File: src/verilog/obf_pkg.sv
// Package with register map, field positions and reset values of the one-bit FIFO
package obf_pkg;
   // Register word offsets (byte addresses)
   localparam logic [3:0] OFS_CTRL   = 4'h0;
   localparam logic [3:0] OFS_STATUS = 4'h4;
   localparam logic [3:0] OFS_MASK   = 4'h8;
   localparam logic [3:0] OFS_LEVEL  = 4'hc;
   // Control fields
   localparam int CTRL_STROBED_BIT = 0;
   localparam int CTRL_FALLING_BIT = 1;
   // Status / mask fields
   localparam int ST_WR_REFUSED = 0;
   localparam int ST_RD_REFUSED = 1;
   localparam int ST_HALF_RISE  = 2;
   localparam int ST_WIDTH      = 3;
   // Values after reset
   localparam logic [1:0]        CTRL_RST   = 2'h0;
   localparam logic [ST_WIDTH-1:0] STATUS_RST = 3'h0;
   localparam logic [ST_WIDTH-1:0] MASK_RST   = 3'h0;
   localparam logic              IR_RST     = 1'h1;
   localparam logic              OR_RST     = 1'h0;
   // Default geometry
   localparam int DEPTH_DEF      = 64;
   localparam int AFE_OFFSET_DEF = 8;
endpackage : obf_pkg

File: src/verilog/obf_fifo.sv
// One-bit FIFO with two link clocks sampled by the core clock, flags and a small register port
// Contract
// - Bits leave in exactly the order they were accepted.
// - Storage and output are one bit per word.
// - Write and read clocks are independent; no phase or rate relation assumed.
// - Strobed mode stores one bit on each active write edge; polarity configurable.
// - Strobed mode shows full when no room remains; writer must not write then.
// - Strobed mode pops one bit per active read edge and shows empty.
// - Clocked mode: free-running clocks; transfer only on edges with enable high.
// - Input ready changes only on write clock edges.
// - Output ready changes only on read clock edges.
// - Half full and almost full/empty flags change only on write clock edges.
`timescale 1ns/100ps
module obf_fifo #(
   parameter int DEPTH      = obf_pkg::DEPTH_DEF,
   parameter int AFE_OFFSET = obf_pkg::AFE_OFFSET_DEF
) (
   input  wire logic        core_clk_i,
   input  wire logic        reset_i,
   input  wire logic        write_clock_i,
   input  wire logic        write_enable_i,
   input  wire logic        write_data_i,
   input  wire logic        read_clock_i,
   input  wire logic        read_enable_i,
   output logic             read_data_o,
   output logic             input_ready_o,
   output logic             output_ready_o,
   output logic             half_full_flag_o,
   output logic             almost_full_empty_flag_o,
   output logic             full_o,
   output logic             empty_o,
   input  wire logic [3:0]  reg_addr_i,
   input  wire logic [31:0] reg_wdata_i,
   input  wire logic        reg_write_i,
   input  wire logic        reg_read_i,
   output logic [31:0]      reg_rdata_o,
   output logic             irq_o
);
   localparam int PW = (DEPTH > 1) ? $clog2(DEPTH) : 1;
   localparam int CW = $clog2(DEPTH + 1);
   localparam logic [CW-1:0] DEPTH_C = CW'(DEPTH);
   localparam logic [CW-1:0] HALF_C  = CW'(DEPTH / 2);
   localparam logic [CW-1:0] AFE_C   = CW'(AFE_OFFSET);
   localparam logic [PW-1:0] LAST_C  = PW'(DEPTH - 1);

   // Two-stage synchronisers; stage three only serves the edge detectors
   logic [4:0] s1_ff, s2_ff;
   logic       wclk_d_ff, rclk_d_ff;
   logic [1:0] ctrl_ff;
   logic [DEPTH-1:0] mem_ff;
   logic [PW-1:0]    wr_ptr_ff, rd_ptr_ff;
   logic [CW-1:0]    count_ff, nxt_count;
   logic       ir_ff, or_ff, hf_ff, afe_ff, full_ff, empty_ff, rdata_ff;
   logic [obf_pkg::ST_WIDTH-1:0] status_ff, mask_ff, nxt_status;
   logic [31:0] rdata_bus_ff;
   logic       wclk_s, rclk_s, wen_s, wdat_s, ren_s;
   logic       strobed, w_edge, r_edge, w_rise, w_fall, r_rise, r_fall;
   logic       do_write, do_read, wr_refused, rd_refused;

   // All five link pin inputs pass two flops before use; clocks are only slow inputs here
   always_ff @(posedge core_clk_i) begin
      if (reset_i) begin
         s1_ff <= 5'h00;
         s2_ff <= 5'h00;
      end else begin
         s1_ff <= {read_enable_i, read_clock_i, write_data_i, write_enable_i, write_clock_i};
         s2_ff <= s1_ff;
      end
   end
   assign {ren_s, rclk_s, wdat_s, wen_s, wclk_s} = s2_ff;

   // Edge detection on the synchronised clocks; link clocks must be slower than a quarter of core
   always_ff @(posedge core_clk_i) begin
      if (reset_i) begin
         wclk_d_ff <= 1'h0;
         rclk_d_ff <= 1'h0;
      end else begin
         wclk_d_ff <= wclk_s;
         rclk_d_ff <= rclk_s;
      end
   end
   assign w_rise  = wclk_s & ~wclk_d_ff;
   assign w_fall  = ~wclk_s & wclk_d_ff;
   assign r_rise  = rclk_s & ~rclk_d_ff;
   assign r_fall  = ~rclk_s & rclk_d_ff;
   assign strobed = ctrl_ff[obf_pkg::CTRL_STROBED_BIT];
   // Polarity choice only applies in strobed mode; clocked mode always uses rising edges
   assign w_edge = (strobed && ctrl_ff[obf_pkg::CTRL_FALLING_BIT]) ? w_fall : w_rise;
   assign r_edge = (strobed && ctrl_ff[obf_pkg::CTRL_FALLING_BIT]) ? r_fall : r_rise;

   // Transfer decisions per mode
   always_comb begin
      do_write   = 1'b0;
      do_read    = 1'b0;
      wr_refused = 1'b0;
      rd_refused = 1'b0;
      if (strobed) begin
         do_write   = w_edge && (count_ff != DEPTH_C);
         wr_refused = w_edge && (count_ff == DEPTH_C);
         do_read    = r_edge && (count_ff != '0);
         rd_refused = r_edge && (count_ff == '0);
      end else begin
         do_write   = w_edge && wen_s && ir_ff;
         wr_refused = w_edge && wen_s && !ir_ff;
         do_read    = r_edge && ren_s && or_ff;
         rd_refused = r_edge && ren_s && !or_ff;
      end
   end

   // Occupancy; simultaneous push and pop cancel
   always_comb begin
      nxt_count = count_ff;
      if (do_write && !do_read) begin
         nxt_count = count_ff + CW'(1);
      end else if (do_read && !do_write) begin
         nxt_count = count_ff - CW'(1);
      end
   end

   // Bit storage written at the write pointer; no reset needed for data
   always_ff @(posedge core_clk_i) begin
      if (do_write) begin
         mem_ff[wr_ptr_ff] <= wdat_s;
      end
   end

   // Pointers advance only on accepted transfers, keeping strict order
   always_ff @(posedge core_clk_i) begin
      if (reset_i) begin
         wr_ptr_ff <= '0;
         rd_ptr_ff <= '0;
         count_ff  <= '0;
      end else begin
         if (do_write) begin
            wr_ptr_ff <= (wr_ptr_ff == LAST_C) ? '0 : wr_ptr_ff + PW'(1);
         end
         if (do_read) begin
            rd_ptr_ff <= (rd_ptr_ff == LAST_C) ? '0 : rd_ptr_ff + PW'(1);
         end
         count_ff <= nxt_count;
      end
   end

   // Output bit is the oldest entry, held until the next pop
   always_ff @(posedge core_clk_i) begin
      if (reset_i) begin
         rdata_ff <= 1'h0;
      end else if (do_read) begin
         rdata_ff <= mem_ff[rd_ptr_ff];
      end
   end

   // Write-side flags refresh only on write edges; reads between edges leave them
   // conservatively stale, which can never permit an overflow
   always_ff @(posedge core_clk_i) begin
      if (reset_i) begin
         ir_ff  <= obf_pkg::IR_RST;
         hf_ff  <= 1'h0;
         afe_ff <= 1'h1;
      end else if (w_edge) begin
         ir_ff  <= (nxt_count < DEPTH_C);
         hf_ff  <= (nxt_count > HALF_C);
         afe_ff <= (nxt_count <= AFE_C) || (nxt_count >= DEPTH_C - AFE_C);
      end
   end

   // Read-side flag refreshes only on read edges; a stale low only delays a read
   always_ff @(posedge core_clk_i) begin
      if (reset_i) begin
         or_ff <= obf_pkg::OR_RST;
      end else if (r_edge) begin
         or_ff <= (nxt_count != '0);
      end
   end

   // Strobed-mode full and empty follow the occupancy every core cycle
   always_ff @(posedge core_clk_i) begin
      if (reset_i) begin
         full_ff  <= 1'h0;
         empty_ff <= 1'h1;
      end else begin
         full_ff  <= (nxt_count == DEPTH_C);
         empty_ff <= (nxt_count == '0);
      end
   end

   // Control and mask registers
   always_ff @(posedge core_clk_i) begin
      if (reset_i) begin
         ctrl_ff <= obf_pkg::CTRL_RST;
         mask_ff <= obf_pkg::MASK_RST;
      end else if (reg_write_i) begin
         if (reg_addr_i == obf_pkg::OFS_CTRL) begin
            ctrl_ff <= reg_wdata_i[1:0];
         end
         if (reg_addr_i == obf_pkg::OFS_MASK) begin
            mask_ff <= reg_wdata_i[obf_pkg::ST_WIDTH-1:0];
         end
      end
   end

   // Sticky status, cleared by a read; a new event in the clearing cycle survives
   always_comb begin
      nxt_status = status_ff;
      if (reg_read_i && reg_addr_i == obf_pkg::OFS_STATUS) begin
         nxt_status = '0;
      end
      nxt_status[obf_pkg::ST_WR_REFUSED] = nxt_status[obf_pkg::ST_WR_REFUSED] | wr_refused;
      nxt_status[obf_pkg::ST_RD_REFUSED] = nxt_status[obf_pkg::ST_RD_REFUSED] | rd_refused;
      nxt_status[obf_pkg::ST_HALF_RISE]  = nxt_status[obf_pkg::ST_HALF_RISE]
                                           | (w_edge && !hf_ff && (nxt_count > HALF_C));
   end
   always_ff @(posedge core_clk_i) begin
      if (reset_i) begin
         status_ff <= obf_pkg::STATUS_RST;
      end else begin
         status_ff <= nxt_status;
      end
   end

   // Read data one cycle after the strobe; unmapped addresses read zero
   always_ff @(posedge core_clk_i) begin
      if (reset_i) begin
         rdata_bus_ff <= 32'h0000_0000;
      end else if (reg_read_i) begin
         case (reg_addr_i)
            obf_pkg::OFS_CTRL:   rdata_bus_ff <= {30'h0000_0000, ctrl_ff};
            obf_pkg::OFS_STATUS: rdata_bus_ff <= {29'h0000_0000, status_ff};
            obf_pkg::OFS_MASK:   rdata_bus_ff <= {29'h0000_0000, mask_ff};
            obf_pkg::OFS_LEVEL:  rdata_bus_ff <= 32'(count_ff);
            default:             rdata_bus_ff <= 32'h0000_0000;
         endcase
      end else begin
         rdata_bus_ff <= 32'h0000_0000;
      end
   end

   assign read_data_o              = rdata_ff;
   assign input_ready_o            = ir_ff;
   assign output_ready_o           = or_ff;
   assign half_full_flag_o         = hf_ff;
   assign almost_full_empty_flag_o = afe_ff;
   assign full_o                   = full_ff;
   assign empty_o                  = empty_ff;
   assign reg_rdata_o              = rdata_bus_ff;
   assign irq_o                    = |(status_ff & mask_ff);
endmodule // obf_fifo

File: config.mk
export PLATFORM = sky130hd
export DESIGN_NAME = obf_fifo
export DESIGN_NICKNAME = d
export VERILOG_FILES = /design/src/verilog/obf_pkg.sv /design/src/verilog/obf_fifo.sv
export SDC_FILE = /design/constraint.sdc
export NUM_CORES = 1
export LEC_CHECK = 0
export BUFFER_PORTS_ARGS = -buffer_cell sky130_fd_sc_hd__buf_2
export CAP_MARGIN = 20
export CELL_PAD_IN_SITES_DETAIL_PLACEMENT = 0
export CELL_PAD_IN_SITES_GLOBAL_PLACEMENT = 1
export CORE_MARGIN = 2
export CORE_UTILIZATION = 29
export CTS_CLUSTER_DIAMETER = 150
export DETAILED_ROUTE_END_ITERATION = 6
export HOLD_SLACK_MARGIN = 0.05
export PLACE_DENSITY = 0.54
export SKIP_CTS_REPAIR_TIMING = 1
export SLEW_MARGIN = 10
export SYNTH_ARGS = -nofsm -noshare
export SYNTH_HDL_FRONTEND = slang
export SYNTH_SLANG_ARGS = --single-unit
File: constraint.sdc
create_clock -name core_clk_i -period 3.3 [get_ports core_clk_i]
set_input_delay 0.66 -clock core_clk_i [delete_from_list [all_inputs] [get_ports core_clk_i]]
set_output_delay 0.66 -clock core_clk_i [all_outputs]
set_load 0.05 [all_outputs]
==> results of run 1 <==
## sequential cells by signal (all words and copies together), names as in the netlist, 3 cells and up
signal / flops
reg_rdata_o: 7
mem_ff: 64
status_ff: 3
count_ff: 7
s2_ff: 5
rd_ptr_ff: 6
mask_ff: 3
wr_ptr_ff: 6
s1_ff: 5
## layout by cell type, fill, tap and decap left out, types with 8 or more instances in the layout
cell type	instances
sky130_fd_sc_hd__nor2_1	99
sky130_fd_sc_hd__buf_2	30
sky130_fd_sc_hd__nor2b_1	19
sky130_fd_sc_hd__nand2_1	23
sky130_fd_sc_hd__conb_1	25
sky130_fd_sc_hd__a21oi_1	9
sky130_fd_sc_hd__and2_1	11
sky130_fd_sc_hd__mux2i_1	9
sky130_fd_sc_hd__edfxtp_1	64
sky130_fd_sc_hd__nor3_1	8
sky130_fd_sc_hd__nand3_1	13
sky130_fd_sc_hd__mux4_2	23
sky130_fd_sc_hd__dfxtp_1	53
sky130_fd_sc_hd__clkbuf_16	17
## final timing paths
path,start,to,slack (ns),cells past startpoint
setup reg to reg,count_ff[0],half_full_flag_o,0.52,10
hold / removal,s1_ff[0],s2_ff[0],0.44,1
setup / recovery,count_ff[0],half_full_flag_o,0.52,10
hold reg to reg,s1_ff[0],s2_ff[0],0.44,1
## critical path: stages, from the launching register on
cell and delay (ns):
sky130_fd_sc_hd__dfxtp_1 0.42, sky130_fd_sc_hd__inv_1 0.12, sky130_fd_sc_hd__ha_1 0.21, sky130_fd_sc_hd__and2_1 0.18, sky130_fd_sc_hd__and3b_1 0.28, sky130_fd_sc_hd__a211o_1 0.33
sky130_fd_sc_hd__o22ai_1 0.24, sky130_fd_sc_hd__xnor2_1 0.23, sky130_fd_sc_hd__nand4_1 0.25, sky130_fd_sc_hd__a21oi_1 0.28, sky130_fd_sc_hd__a211oi_1 0.11
## cell families (layout without fill, tap and decap cells)
family | count (synthesis) | count (layout) | synth area share
AND/OR/NAND/NOR | 202 | 202 | 0.183
flip-flops | 117 | 117 | 0.554
buffers and inverters | 56 | 74 | 0.0602
AO/OA/AOI/OAI | 38 | 38 | 0.0530
multiplexers | 34 | 34 | 0.117
XOR/XNOR | 12 | 12 | 0.0209
adder cells (fa/ha/maj) | 5 | 5 | 0.0116
other | 1 | 25 | 0.000696
## per-stage QoR
stage	hold slack (ns)	cell area, µm²	worst slack, ns
3_5_place_dp	0.424	5660	0.555
2_1_floorplan	0.414	5480	0.791
4_1_cts	0.441	6240	0.551
6_report	0.442	6240	0.524
5_1_grt	0.452	6240	0.305
3_3_place_gp	0.435	5660	0.568
## routing by layer
metal | track usage | vias up | part of all wire
met5 | 0 | - | 0
met4 | 0.0473 | 0 | 0.017
met3 | 0.0421 | 12 | 0.039
met2 | 0.207 | 60 | 0.49
met1 | 0.156 | 1717 | 0.45
li1 | - | 1673 | -
## layout make-up
type                    count  area (µm²)  area share
well taps                 229         287      0.0459
clock buffers              17         425      0.0681
repair buffers             36         195      0.0313
inverters                   6        22.5     0.00361
clock inverters            15         163      0.0261
flip-flops and latches    117        2980       0.478
multi-input cells         316        2170       0.347
## power groups by stage
stage                     combinational, µW  clock (µW)  sequential [µW]
after floorplan                         151           0             1600
after global placement                  173           0             1590
after detailed placement                175           0             1590
after CTS                               176        1870             1560
after global routing                    191        1940             1560
final                                   175        1820             1560
==> impl_metrics.xml, run 1 <==
<?xml version="1.0" encoding="UTF-8"?>
<metrics>
  <group name="status">
    <metric name="outcome" unit="">complete, no violations</metric>
  </group>
  <group name="drt">
    <metric name="drt_wl_total" unit="µm">11500</metric>
    <metric name="ant_nets" unit="">0</metric>
    <metric name="drt-pass1-iter-count" unit="">4</metric>
    <metric name="detail_route.drc_violations" unit="">0</metric>
    <metric name="detail_route.vias_per_cell" unit="">4.70</metric>
    <metric name="routed_wire_length_per_instance" unit="µm">15.6</metric>
    <metric name="vias" unit="">3462</metric>
    <metric name="detailedRoute.firstIterationViolations" unit="">131</metric>
  </group>
  <group name="cts">
    <metric name="cts_tree" unit="">yes</metric>
    <metric name="root_buffer" unit="">sky130_fd_sc_hd__clkbuf_16</metric>
    <metric name="clk_latency" unit="ns">0.42</metric>
    <metric name="number_of_sinks_on_the_clock_net" unit="">117</metric>
    <metric name="buffer_depth_of_the_longest_clock_path" unit="">2</metric>
    <metric name="cts_max_level" unit="">4</metric>
    <metric name="cts-buffers-inserted" unit="">17</metric>
    <metric name="clk_transition_reported_paths" unit="ns">0.06</metric>
  </group>
  <group name="setup_path">
    <metric name="crit_arrival" unit="ns">3.04</metric>
    <metric name="crit_path_max_fanout" unit="">6</metric>
    <metric name="critical_path_class" unit="">flip-flop to flip-flop</metric>
    <metric name="worstSetupStartpointType" unit="">flip-flop</metric>
    <metric name="critical_path.endpoint_type" unit="">flip-flop</metric>
    <metric name="worst_ep_required_time" unit="ns">3.57</metric>
  </group>
  <group name="synthesis">
    <metric name="synth_most_common_cell" unit="">sky130_fd_sc_hd__nor2_1</metric>
    <metric name="netlist_area" unit="µm²">5390</metric>
    <metric name="syn_inst" unit="">465</metric>
    <metric name="synthDominantAreaCellType" unit="">sky130_fd_sc_hd__edfxtp_1</metric>
    <metric name="synthArstFlopShare" unit="">0</metric>
    <metric name="synthDominantCellAreaShare" unit="">0.357</metric>
    <metric name="synth.ff_latch_count" unit="">117</metric>
    <metric name="synthFlopType" unit="">sky130_fd_sc_hd__edfxtp_1</metric>
    <metric name="syn_avg_cell_area" unit="µm²">11.6</metric>
    <metric name="synth.yosys.seq_area_share" unit="">0.554</metric>
    <metric name="number_of_synthesized_flops_with_an_enable_pin" unit="">64</metric>
    <metric name="synth.yosys.warnings" unit="">0</metric>
    <metric name="synth_cell_types" unit="">54</metric>
    <metric name="synth.area.top_cells" unit="">sky130_fd_sc_hd__edfxtp_1 36%, sky130_fd_sc_hd__dfxtp_1 20%, sky130_fd_sc_hd__mux4_2 9.6%, sky130_fd_sc_hd__nor2_1 6.9%, sky130_fd_sc_hd__buf_4 3.5%</metric>
    <metric name="yosys-top-cells-count" unit="">99 x sky130_fd_sc_hd__nor2_1, 64 x sky130_fd_sc_hd__edfxtp_1, 53 x sky130_fd_sc_hd__dfxtp_1, 25 x sky130_fd_sc_hd__buf_4</metric>
  </group>
  <group name="hold_path">
    <metric name="worst_hold_path_type" unit="">flip-flop to flip-flop</metric>
  </group>
  <group name="global_routing">
    <metric name="number_of_antenna_violations_at_the_first_check_in_global_routing" unit="">0</metric>
    <metric name="grt_max_degree" unit="">65</metric>
    <metric name="grt_first_pass_wirelength" unit="µm">19000</metric>
    <metric name="grtUsageTotal" unit="">0.127</metric>
    <metric name="number_of_global_route_vias_before_repair" unit="">3566</metric>
    <metric name="grt_overflow_total" unit="">0</metric>
  </group>
  <group name="sta">
    <metric name="count_of_pins_over_their_slew_limit" unit="">0</metric>
    <metric name="timing.setup.tns" unit="ns">0</metric>
    <metric name="finalCriticalPeriod" unit="ns">2.78</metric>
    <metric name="clock-skew-final" unit="ns">0.0164</metric>
    <metric name="achievable-frequency" unit="MHz">360</metric>
    <metric name="finalSetupViolCount" unit="">0</metric>
    <metric name="max-slew-margin-rel" unit="">0.614</metric>
    <metric name="worst_slew_pin_slew" unit="ns">0.578</metric>
    <metric name="final-hold-violation-count" unit="">0</metric>
    <metric name="setup_repair_after_global_routing_missed_its_margin" unit="">no</metric>
    <metric name="post-route-period-util" unit="">0.841</metric>
  </group>
  <group name="power_and_ir_drop">
    <metric name="pnr_total_power" unit="µW">3560</metric>
    <metric name="clock_power_share" unit="">0.513</metric>
    <metric name="power.static_leakage" unit="µW">0.00214</metric>
    <metric name="power_switching" unit="µW">897</metric>
    <metric name="comb_power_share" unit="">0.049</metric>
    <metric name="peakVddDrop" unit="mV">0.363</metric>
    <metric name="p_seq_frac" unit="">0.438</metric>
    <metric name="power.density" unit="nW/µm²">569</metric>
    <metric name="switching_share" unit="">0.252</metric>
    <metric name="power.internal" unit="µW">2660</metric>
  </group>
  <group name="finish">
    <metric name="post-route-util" unit="">0.345</metric>
    <metric name="final_cells" unit="">736</metric>
    <metric name="drive_gt1_frac" unit="">0.205</metric>
    <metric name="layout.filler_cells" unit="">1795</metric>
    <metric name="antenna_cells" unit="">0</metric>
    <metric name="layout-area-overhead-vs-synth" unit="%">15.9</metric>
    <metric name="nets" unit="">544</metric>
  </group>
  <group name="floorplan">
    <metric name="die_width" unit="µm">140</metric>
    <metric name="core_region_area" unit="µm²">18100</metric>
    <metric name="initial_utilization" unit="">0.298</metric>
    <metric name="floorplan.die_area" unit="µm²">19700</metric>
    <metric name="floorplan.rows" unit="">49</metric>
    <metric name="ioPinCount" unit="">85</metric>
    <metric name="die-height" unit="µm">140</metric>
  </group>
  <group name="placement">
    <metric name="buffer_ports.inserted" unit="">30</metric>
    <metric name="place_congestion" unit="">0.765</metric>
    <metric name="dpl.cell_count" unit="">704</metric>
    <metric name="hpwl" unit="µm">7450</metric>
  </group>
  <group name="run">
    <metric name="cap_violations" unit="">0</metric>
  </group>
</metrics>
Power figures use the tool's default switching activity.
==> run 2, diff against run 1 <==
==> constraint.sdc (replaced) <==
create_clock -name core_clk_i -period 2.7 [get_ports core_clk_i]
set_input_delay 0.54 -clock core_clk_i [delete_from_list [all_inputs] [get_ports core_clk_i]]
set_output_delay 0.54 -clock core_clk_i [all_outputs]
set_load 0.05 [all_outputs]
==> run 2 against run 1 <==
Register-to-register slack lost 0.27 ns. Critical path depth shrank 4. Total power increased by 21%.
==> impl_metrics.xml, run 2 (synthesized netlist as in run 1, its figures left out) <==
<?xml version="1.0" encoding="UTF-8"?>
<metrics>
  <group name="sta">
    <metric name="achievable-frequency" unit="MHz">408</metric>
    <metric name="final-hold-violation-count" unit="">0</metric>
    <metric name="fin_ws" unit="ns">0.249</metric>
    <metric name="post-route-period-util" unit="">0.908</metric>
    <metric name="max-slew-margin-rel" unit="">0.626</metric>
    <metric name="timing.setup.tns" unit="ns">0</metric>
    <metric name="finalSetupViolCount" unit="">0</metric>
    <metric name="worst_slew_pin_slew" unit="ns">0.560</metric>
    <metric name="setup_repair_after_global_routing_missed_its_margin" unit="">no</metric>
    <metric name="count_of_pins_over_their_slew_limit" unit="">0</metric>
    <metric name="clock-skew-final" unit="ns">0.00885</metric>
    <metric name="finalCriticalPeriod" unit="ns">2.45</metric>
  </group>
  <group name="cts">
    <metric name="cts-buffers-inserted" unit="">17</metric>
    <metric name="root_buffer" unit="">sky130_fd_sc_hd__clkbuf_16</metric>
    <metric name="cts_max_level" unit="">4</metric>
    <metric name="buffer_depth_of_the_longest_clock_path" unit="">2</metric>
    <metric name="clk_latency" unit="ns">0.42</metric>
    <metric name="number_of_sinks_on_the_clock_net" unit="">117</metric>
    <metric name="clk_transition_reported_paths" unit="ns">0.06</metric>
    <metric name="cts_tree" unit="">yes</metric>
  </group>
  <group name="power_and_ir_drop">
    <metric name="p_seq_frac" unit="">0.440</metric>
    <metric name="comb_power_share" unit="">0.052</metric>
    <metric name="power.density" unit="nW/µm²">677</metric>
    <metric name="power.internal" unit="µW">3310</metric>
    <metric name="power.static_leakage" unit="µW">0.00222</metric>
    <metric name="power_switching" unit="µW">1010</metric>
    <metric name="peakVddDrop" unit="mV">0.362</metric>
    <metric name="pnr_total_power" unit="µW">4310</metric>
    <metric name="clock_power_share" unit="">0.508</metric>
    <metric name="switching_share" unit="">0.234</metric>
  </group>
  <group name="status">
    <metric name="outcome" unit="">complete, no violations</metric>
  </group>
  <group name="drt">
    <metric name="drt_wl_total" unit="µm">11800</metric>
    <metric name="detail_route.drc_violations" unit="">0</metric>
    <metric name="detailedRoute.firstIterationViolations" unit="">193</metric>
    <metric name="ant_nets" unit="">0</metric>
    <metric name="detail_route.vias_per_cell" unit="">4.72</metric>
    <metric name="drt-pass1-iter-count" unit="">4</metric>
    <metric name="routed_wire_length_per_instance" unit="µm">15.7</metric>
    <metric name="vias" unit="">3543</metric>
  </group>
  <group name="floorplan">
    <metric name="floorplan.die_area" unit="µm²">19700</metric>
    <metric name="floorplan.rows" unit="">49</metric>
    <metric name="die_width" unit="µm">140</metric>
    <metric name="die-height" unit="µm">140</metric>
    <metric name="initial_utilization" unit="">0.298</metric>
    <metric name="ioPinCount" unit="">85</metric>
    <metric name="core_region_area" unit="µm²">18100</metric>
  </group>
  <group name="setup_path">
    <metric name="crit_path_max_fanout" unit="">19</metric>
    <metric name="worstSetupStartpointType" unit="">flip-flop</metric>
    <metric name="critical_path_class" unit="">flip-flop to flip-flop</metric>
    <metric name="critical_path.endpoint_type" unit="">flip-flop</metric>
    <metric name="crit_arrival" unit="ns">2.73</metric>
    <metric name="worst_ep_required_time" unit="ns">2.98</metric>
  </group>
  <group name="finish">
    <metric name="largest_register_ffs" unit="">64</metric>
    <metric name="drive_gt1_frac" unit="">0.230</metric>
    <metric name="most-common-layout-cells" unit="">99 x sky130_fd_sc_hd__nor2_1, 64 x sky130_fd_sc_hd__edfxtp_1, 52 x sky130_fd_sc_hd__dfxtp_1</metric>
    <metric name="antenna_cells" unit="">0</metric>
    <metric name="nets" unit="">559</metric>
    <metric name="layout-area-overhead-vs-synth" unit="%">18.4</metric>
    <metric name="layout.filler_cells" unit="">1773</metric>
    <metric name="mostFrequentLayoutCell" unit="">sky130_fd_sc_hd__nor2_1</metric>
    <metric name="largest_register" unit="">mem_ff</metric>
  </group>
  <group name="global_routing">
    <metric name="number_of_global_route_vias_before_repair" unit="">3568</metric>
    <metric name="grt_max_degree" unit="">65</metric>
    <metric name="grt_overflow_total" unit="">0</metric>
    <metric name="grt_first_pass_wirelength" unit="µm">18900</metric>
    <metric name="number_of_antenna_violations_at_the_first_check_in_global_routing" unit="">0</metric>
    <metric name="grtUsageTotal" unit="">0.126</metric>
  </group>
  <group name="hold_path">
    <metric name="worst_hold_path_type" unit="">input port to flip-flop</metric>
  </group>
  <group name="placement">
    <metric name="buffer_ports.inserted" unit="">30</metric>
    <metric name="placement.setup.worst_slack" unit="ns">0.206</metric>
    <metric name="hpwl" unit="µm">7850</metric>
    <metric name="place_congestion" unit="">0.757</metric>
  </group>
  <group name="run">
    <metric name="cap_violations" unit="">0</metric>
  </group>
</metrics>
-- run 2: worst paths after layout --
| path | cells past startpoint | end | startpoint | slack, ns |
|---|---|---|---|---|
| setup / recovery | 6 | read_data_o | rd_ptr_ff[0] | 0.25 |
| hold / removal | 2 | s1_ff[0] | write_clock_i | 0.34 |
| setup reg to reg | 6 | read_data_o | rd_ptr_ff[0] | 0.25 |
| hold reg to reg | 1 | s2_ff[4] | s1_ff[4] | 0.45 |
-- run 2: final cells by class --
type,count,area [µm²],share of cell area
clock inverters,15,153,0.0239
clock buffers,17,425,0.0667
well taps,229,287,0.0449
inverters,6,22.5,0.00353
multi-input cells,316,2170,0.341
repair buffers,51,333,0.0522
flip-flops and latches,117,2980,0.468
-- run 2: critical path, cell delays in order, from the launching register on --
cell                      delay, ns
sky130_fd_sc_hd__dfxtp_1       0.35
sky130_fd_sc_hd__buf_12        0.21
sky130_fd_sc_hd__mux4_2        0.55
sky130_fd_sc_hd__mux4_2        0.52
sky130_fd_sc_hd__mux4_2        0.49
sky130_fd_sc_hd__mux2i_1       0.15
sky130_fd_sc_hd__nor2_1        0.05
-- run 2: power groups by stage --
stage	Clock (µW)	Combinational [µW]	Sequential, µW
CTS	2240	225	1900
detailed placement	0	224	1940
floorplan	0	184	1950
global route	2320	245	1900
global placement	0	222	1940
finish	2190	225	1900
-- run 2: metal layers --
layer / up-vias / wire [µm] / global-route usage
li1: 1701 / - / -
met1: 1765 / 5460 / 0.156
met2: 64 / 5670 / 0.205
met3: 13 / 487 / 0.0421
met4: 0 / 172 / 0.0494
met5: - / 0 / 0
-- run 2: per-stage QoR --
| step | hold slack, ns | cell area (µm²) | util | instances |
|---|---|---|---|---|
| 2_1_floorplan | 0.414 | 5480 | - | 489 |
| 3_3_place_gp | 0.433 | 5790 | 0.320 | 718 |
| 3_5_place_dp | 0.436 | 5790 | 0.320 | 718 |
| 4_1_cts | 0.329 | 6360 | 0.352 | 750 |
| 5_1_grt | 0.339 | 6370 | 0.352 | 751 |
| 6_report | 0.341 | 6370 | 0.352 | 751 |
==> run 3, diff against run 2 <==
--- a/config.mk
+++ b/config.mk
@@ -10,11 +10,11 @@
 export CELL_PAD_IN_SITES_DETAIL_PLACEMENT = 0
 export CELL_PAD_IN_SITES_GLOBAL_PLACEMENT = 1
 export CORE_MARGIN = 2
-export CORE_UTILIZATION = 29
+export CORE_UTILIZATION = 45
 export CTS_CLUSTER_DIAMETER = 150
 export DETAILED_ROUTE_END_ITERATION = 6
 export HOLD_SLACK_MARGIN = 0.05
-export PLACE_DENSITY = 0.54
+export PLACE_DENSITY = 0.79
 export SKIP_CTS_REPAIR_TIMING = 1
 export SLEW_MARGIN = 10
 export SYNTH_ARGS = -nofsm -noshare
==> run 3 against run 2 <==
Critical path depth rose by 4. Design area fell by 1.6%. Sequential share of layout area rose by 0.79 points. Die area fell by 35%. Global-route usage rose by 5.4 points. Clock-buffer cell count rose by 3. Clock skew rose by 0.0042 ns. Maximum frequency fell by 4.6%.
==> impl_metrics.xml, run 3 (synthesized netlist as in run 1, its figures left out) <==
<?xml version="1.0" encoding="UTF-8"?>
<metrics>
  <group name="sta">
    <metric name="finalSetupViolCount" unit="">0</metric>
    <metric name="finalCriticalPeriod" unit="ns">2.57</metric>
    <metric name="count_of_pins_over_their_slew_limit" unit="">0</metric>
    <metric name="final-hold-violation-count" unit="">0</metric>
    <metric name="post-route-period-util" unit="">0.952</metric>
    <metric name="clock-skew-final" unit="ns">0.0131</metric>
    <metric name="worst_slew_pin_slew" unit="ns">0.579</metric>
    <metric name="fin_ws" unit="ns">0.130</metric>
    <metric name="achievable-frequency" unit="MHz">389</metric>
    <metric name="max-slew-margin-rel" unit="">0.612</metric>
    <metric name="final.hold.worst_slack" unit="ns">0.346</metric>
    <metric name="setup_repair_after_global_routing_missed_its_margin" unit="">yes</metric>
  </group>
  <group name="finish">
    <metric name="largest_register_ffs" unit="">64</metric>
    <metric name="largest_register" unit="">mem_ff</metric>
    <metric name="final_cells" unit="">661</metric>
    <metric name="antenna_cells" unit="">0</metric>
    <metric name="layout.filler_cells" unit="">990</metric>
    <metric name="drive_gt1_frac" unit="">0.226</metric>
    <metric name="most-common-layout-cells" unit="">99 x sky130_fd_sc_hd__nor2_1, 64 x sky130_fd_sc_hd__edfxtp_1, 51 x sky130_fd_sc_hd__dfxtp_1</metric>
    <metric name="layout-area-overhead-vs-synth" unit="%">16.5</metric>
    <metric name="nets" unit="">555</metric>
    <metric name="mostFrequentLayoutCell" unit="">sky130_fd_sc_hd__nor2_1</metric>
  </group>
  <group name="setup_path">
    <metric name="crit_path_max_fanout" unit="">8</metric>
    <metric name="crit_arrival" unit="ns">2.84</metric>
    <metric name="critPathTopFamily" unit="">simple AND/OR/NAND/NOR gates</metric>
    <metric name="worst_r2r_startpoint" unit="">count_ff[0]</metric>
    <metric name="worstSetupPathDepth" unit="">10</metric>
    <metric name="regToRegEndpoint" unit="">full_o</metric>
    <metric name="worstSetupStartpointType" unit="">flip-flop</metric>
    <metric name="critical_path.endpoint_type" unit="">flip-flop</metric>
    <metric name="worst-r2r-cell-count" unit="">10</metric>
    <metric name="timing.critical_path.cells" unit="">inv_1 &gt; ha_1 &gt; and2_1 &gt; and2_1 &gt; o211ai_4 &gt; nor4_2 &gt; a31oi_2 &gt; xnor2_2 &gt; buf_4 &gt; nor4_1</metric>
    <metric name="ff2ff_setup_slack" unit="ns">0.13</metric>
    <metric name="critical_path_class" unit="">flip-flop to flip-flop</metric>
    <metric name="critical-path-top-cell-by-count" unit="">sky130_fd_sc_hd__and2_1</metric>
    <metric name="timing.critical_path.slowest_stage_cell" unit="">sky130_fd_sc_hd__dfxtp_2</metric>
    <metric name="critPathMaxStageDelay" unit="ns">0.39</metric>
    <metric name="buf_inv_stages_crit_path" unit="">2</metric>
    <metric name="critical_path.startpoint" unit="">count_ff[0]</metric>
    <metric name="worst_ep_required_time" unit="ns">2.97</metric>
  </group>
  <group name="drt">
    <metric name="detail_route.drc_violations" unit="">0</metric>
    <metric name="ant_nets" unit="">0</metric>
    <metric name="detail_route.vias_per_cell" unit="">5.37</metric>
    <metric name="routed_wire_length_per_instance" unit="µm">16.3</metric>
    <metric name="drt_wl_total" unit="µm">10800</metric>
    <metric name="detailedRoute.firstIterationViolations" unit="">195</metric>
    <metric name="vias" unit="">3551</metric>
    <metric name="drt-pass1-iter-count" unit="">4</metric>
  </group>
  <group name="global_routing">
    <metric name="grtUsageTotal" unit="">0.180</metric>
    <metric name="grt_overflow_total" unit="">0</metric>
    <metric name="grt_use_met1" unit="">0.223</metric>
    <metric name="grtUsageMet2" unit="">0.298</metric>
    <metric name="number_of_antenna_violations_at_the_first_check_in_global_routing" unit="">0</metric>
    <metric name="grt_first_pass_wirelength" unit="µm">17300</metric>
    <metric name="grt_use_met3" unit="">0.0489</metric>
    <metric name="grt_max_degree" unit="">65</metric>
    <metric name="number_of_global_route_vias_before_repair" unit="">3499</metric>
    <metric name="grt.busiest_layer" unit="">met2</metric>
  </group>
  <group name="hold_path">
    <metric name="holdPathEnd" unit="">s1_ff[2]</metric>
    <metric name="worst_hold_path_type" unit="">input port to flip-flop</metric>
    <metric name="whs_path_cells" unit="">2</metric>
    <metric name="hold_path_startpoint" unit="">write_data_i</metric>
  </group>
  <group name="floorplan">
    <metric name="die-height" unit="µm">113</metric>
    <metric name="die_width" unit="µm">113</metric>
    <metric name="ioPinCount" unit="">85</metric>
    <metric name="core_region_area" unit="µm²">11600</metric>
    <metric name="floorplan.die_area" unit="µm²">12900</metric>
    <metric name="initial_utilization" unit="">0.466</metric>
    <metric name="floorplan.rows" unit="">39</metric>
  </group>
  <group name="status">
    <metric name="outcome" unit="">complete, no violations</metric>
  </group>
  <group name="cts">
    <metric name="number_of_sinks_on_the_clock_net" unit="">117</metric>
    <metric name="clk_transition_reported_paths" unit="ns">0.05</metric>
    <metric name="clk_latency" unit="ns">0.41</metric>
    <metric name="cts_tree" unit="">yes</metric>
    <metric name="cts_max_level" unit="">4</metric>
    <metric name="cts-buffers-inserted" unit="">17</metric>
    <metric name="buffer_depth_of_the_longest_clock_path" unit="">2</metric>
    <metric name="root_buffer" unit="">sky130_fd_sc_hd__clkbuf_16</metric>
  </group>
  <group name="power_and_ir_drop">
    <metric name="peakVddDrop" unit="mV">0.523</metric>
    <metric name="power.density" unit="nW/µm²">694</metric>
    <metric name="power.static_leakage" unit="µW">0.00220</metric>
    <metric name="pnr_total_power" unit="µW">4350</metric>
  </group>
  <group name="run">
    <metric name="cap_violations" unit="">0</metric>
  </group>
  <group name="placement">
    <metric name="place_congestion" unit="">0.759</metric>
    <metric name="placement.setup.worst_slack" unit="ns">-0.000181</metric>
    <metric name="dpl.cell_count" unit="">628</metric>
    <metric name="hpwl" unit="µm">7040</metric>
    <metric name="buffer_ports.inserted" unit="">30</metric>
  </group>
</metrics>
## run 3: worst register-to-register path: stages, from the launching register on
cell and delay (ns):
sky130_fd_sc_hd__dfxtp_2 0.39, sky130_fd_sc_hd__inv_1 0.10, sky130_fd_sc_hd__ha_1 0.21, sky130_fd_sc_hd__and2_1 0.19, sky130_fd_sc_hd__and2_1 0.21, sky130_fd_sc_hd__o211ai_4 0.31, sky130_fd_sc_hd__nor4_2 0.10, sky130_fd_sc_hd__a31oi_2 0.21
sky130_fd_sc_hd__xnor2_2 0.18, sky130_fd_sc_hd__buf_4 0.17, sky130_fd_sc_hd__nor4_1 0.37
## run 3: layout make-up
cell class                      instances  area, µm²  area share
Multi-Input combinational cell        316       2200       0.351
Sequential cell                       117       2990       0.476
Timing Repair Buffer                   47        290      0.0463
Tap cell                              143        179      0.0285
Inverter                                6       22.5     0.00359
Clock inverter                         12        135      0.0215
Clock buffer                           20        457      0.0728
## run 3: worst max path at each step
stage | slack (ns) | to
final | 0.13 | full_o
after global routing | -0.03 | output_ready_o
after CTS | -0.0002 | output_ready_o
after detailed placement | -0.0002 | output_ready_o
after global placement | 0.11 | output_ready_o
after floorplan | 0.19 | read_data_o
## run 3: metal layers
metal | share of wire | wire [µm]
met5 | 0 | 0
met1 | 0.45 | 4790
met3 | 0.041 | 445
met4 | 0.011 | 119
met2 | 0.50 | 5400
## run 3: through the flow
stage / util / setup TNS, ns / area (µm²)
final: 0.542 / 0 / 6270
after global routing: 0.542 / -0.0474 / 6270
after CTS: 0.538 / -0.000197 / 6230
after detailed placement: 0.487 / -0.000181 / 5640
after global placement: 0.487 / 0 / 5640
after floorplan: - / 0 / 5480
## run 3: power breakdown
part	switching, µW	internal [µW]	total, µW
clock	752	1480	2230
combinational	165	53.5	218
sequential	15.1	1890	1910
total	932	3420	4350
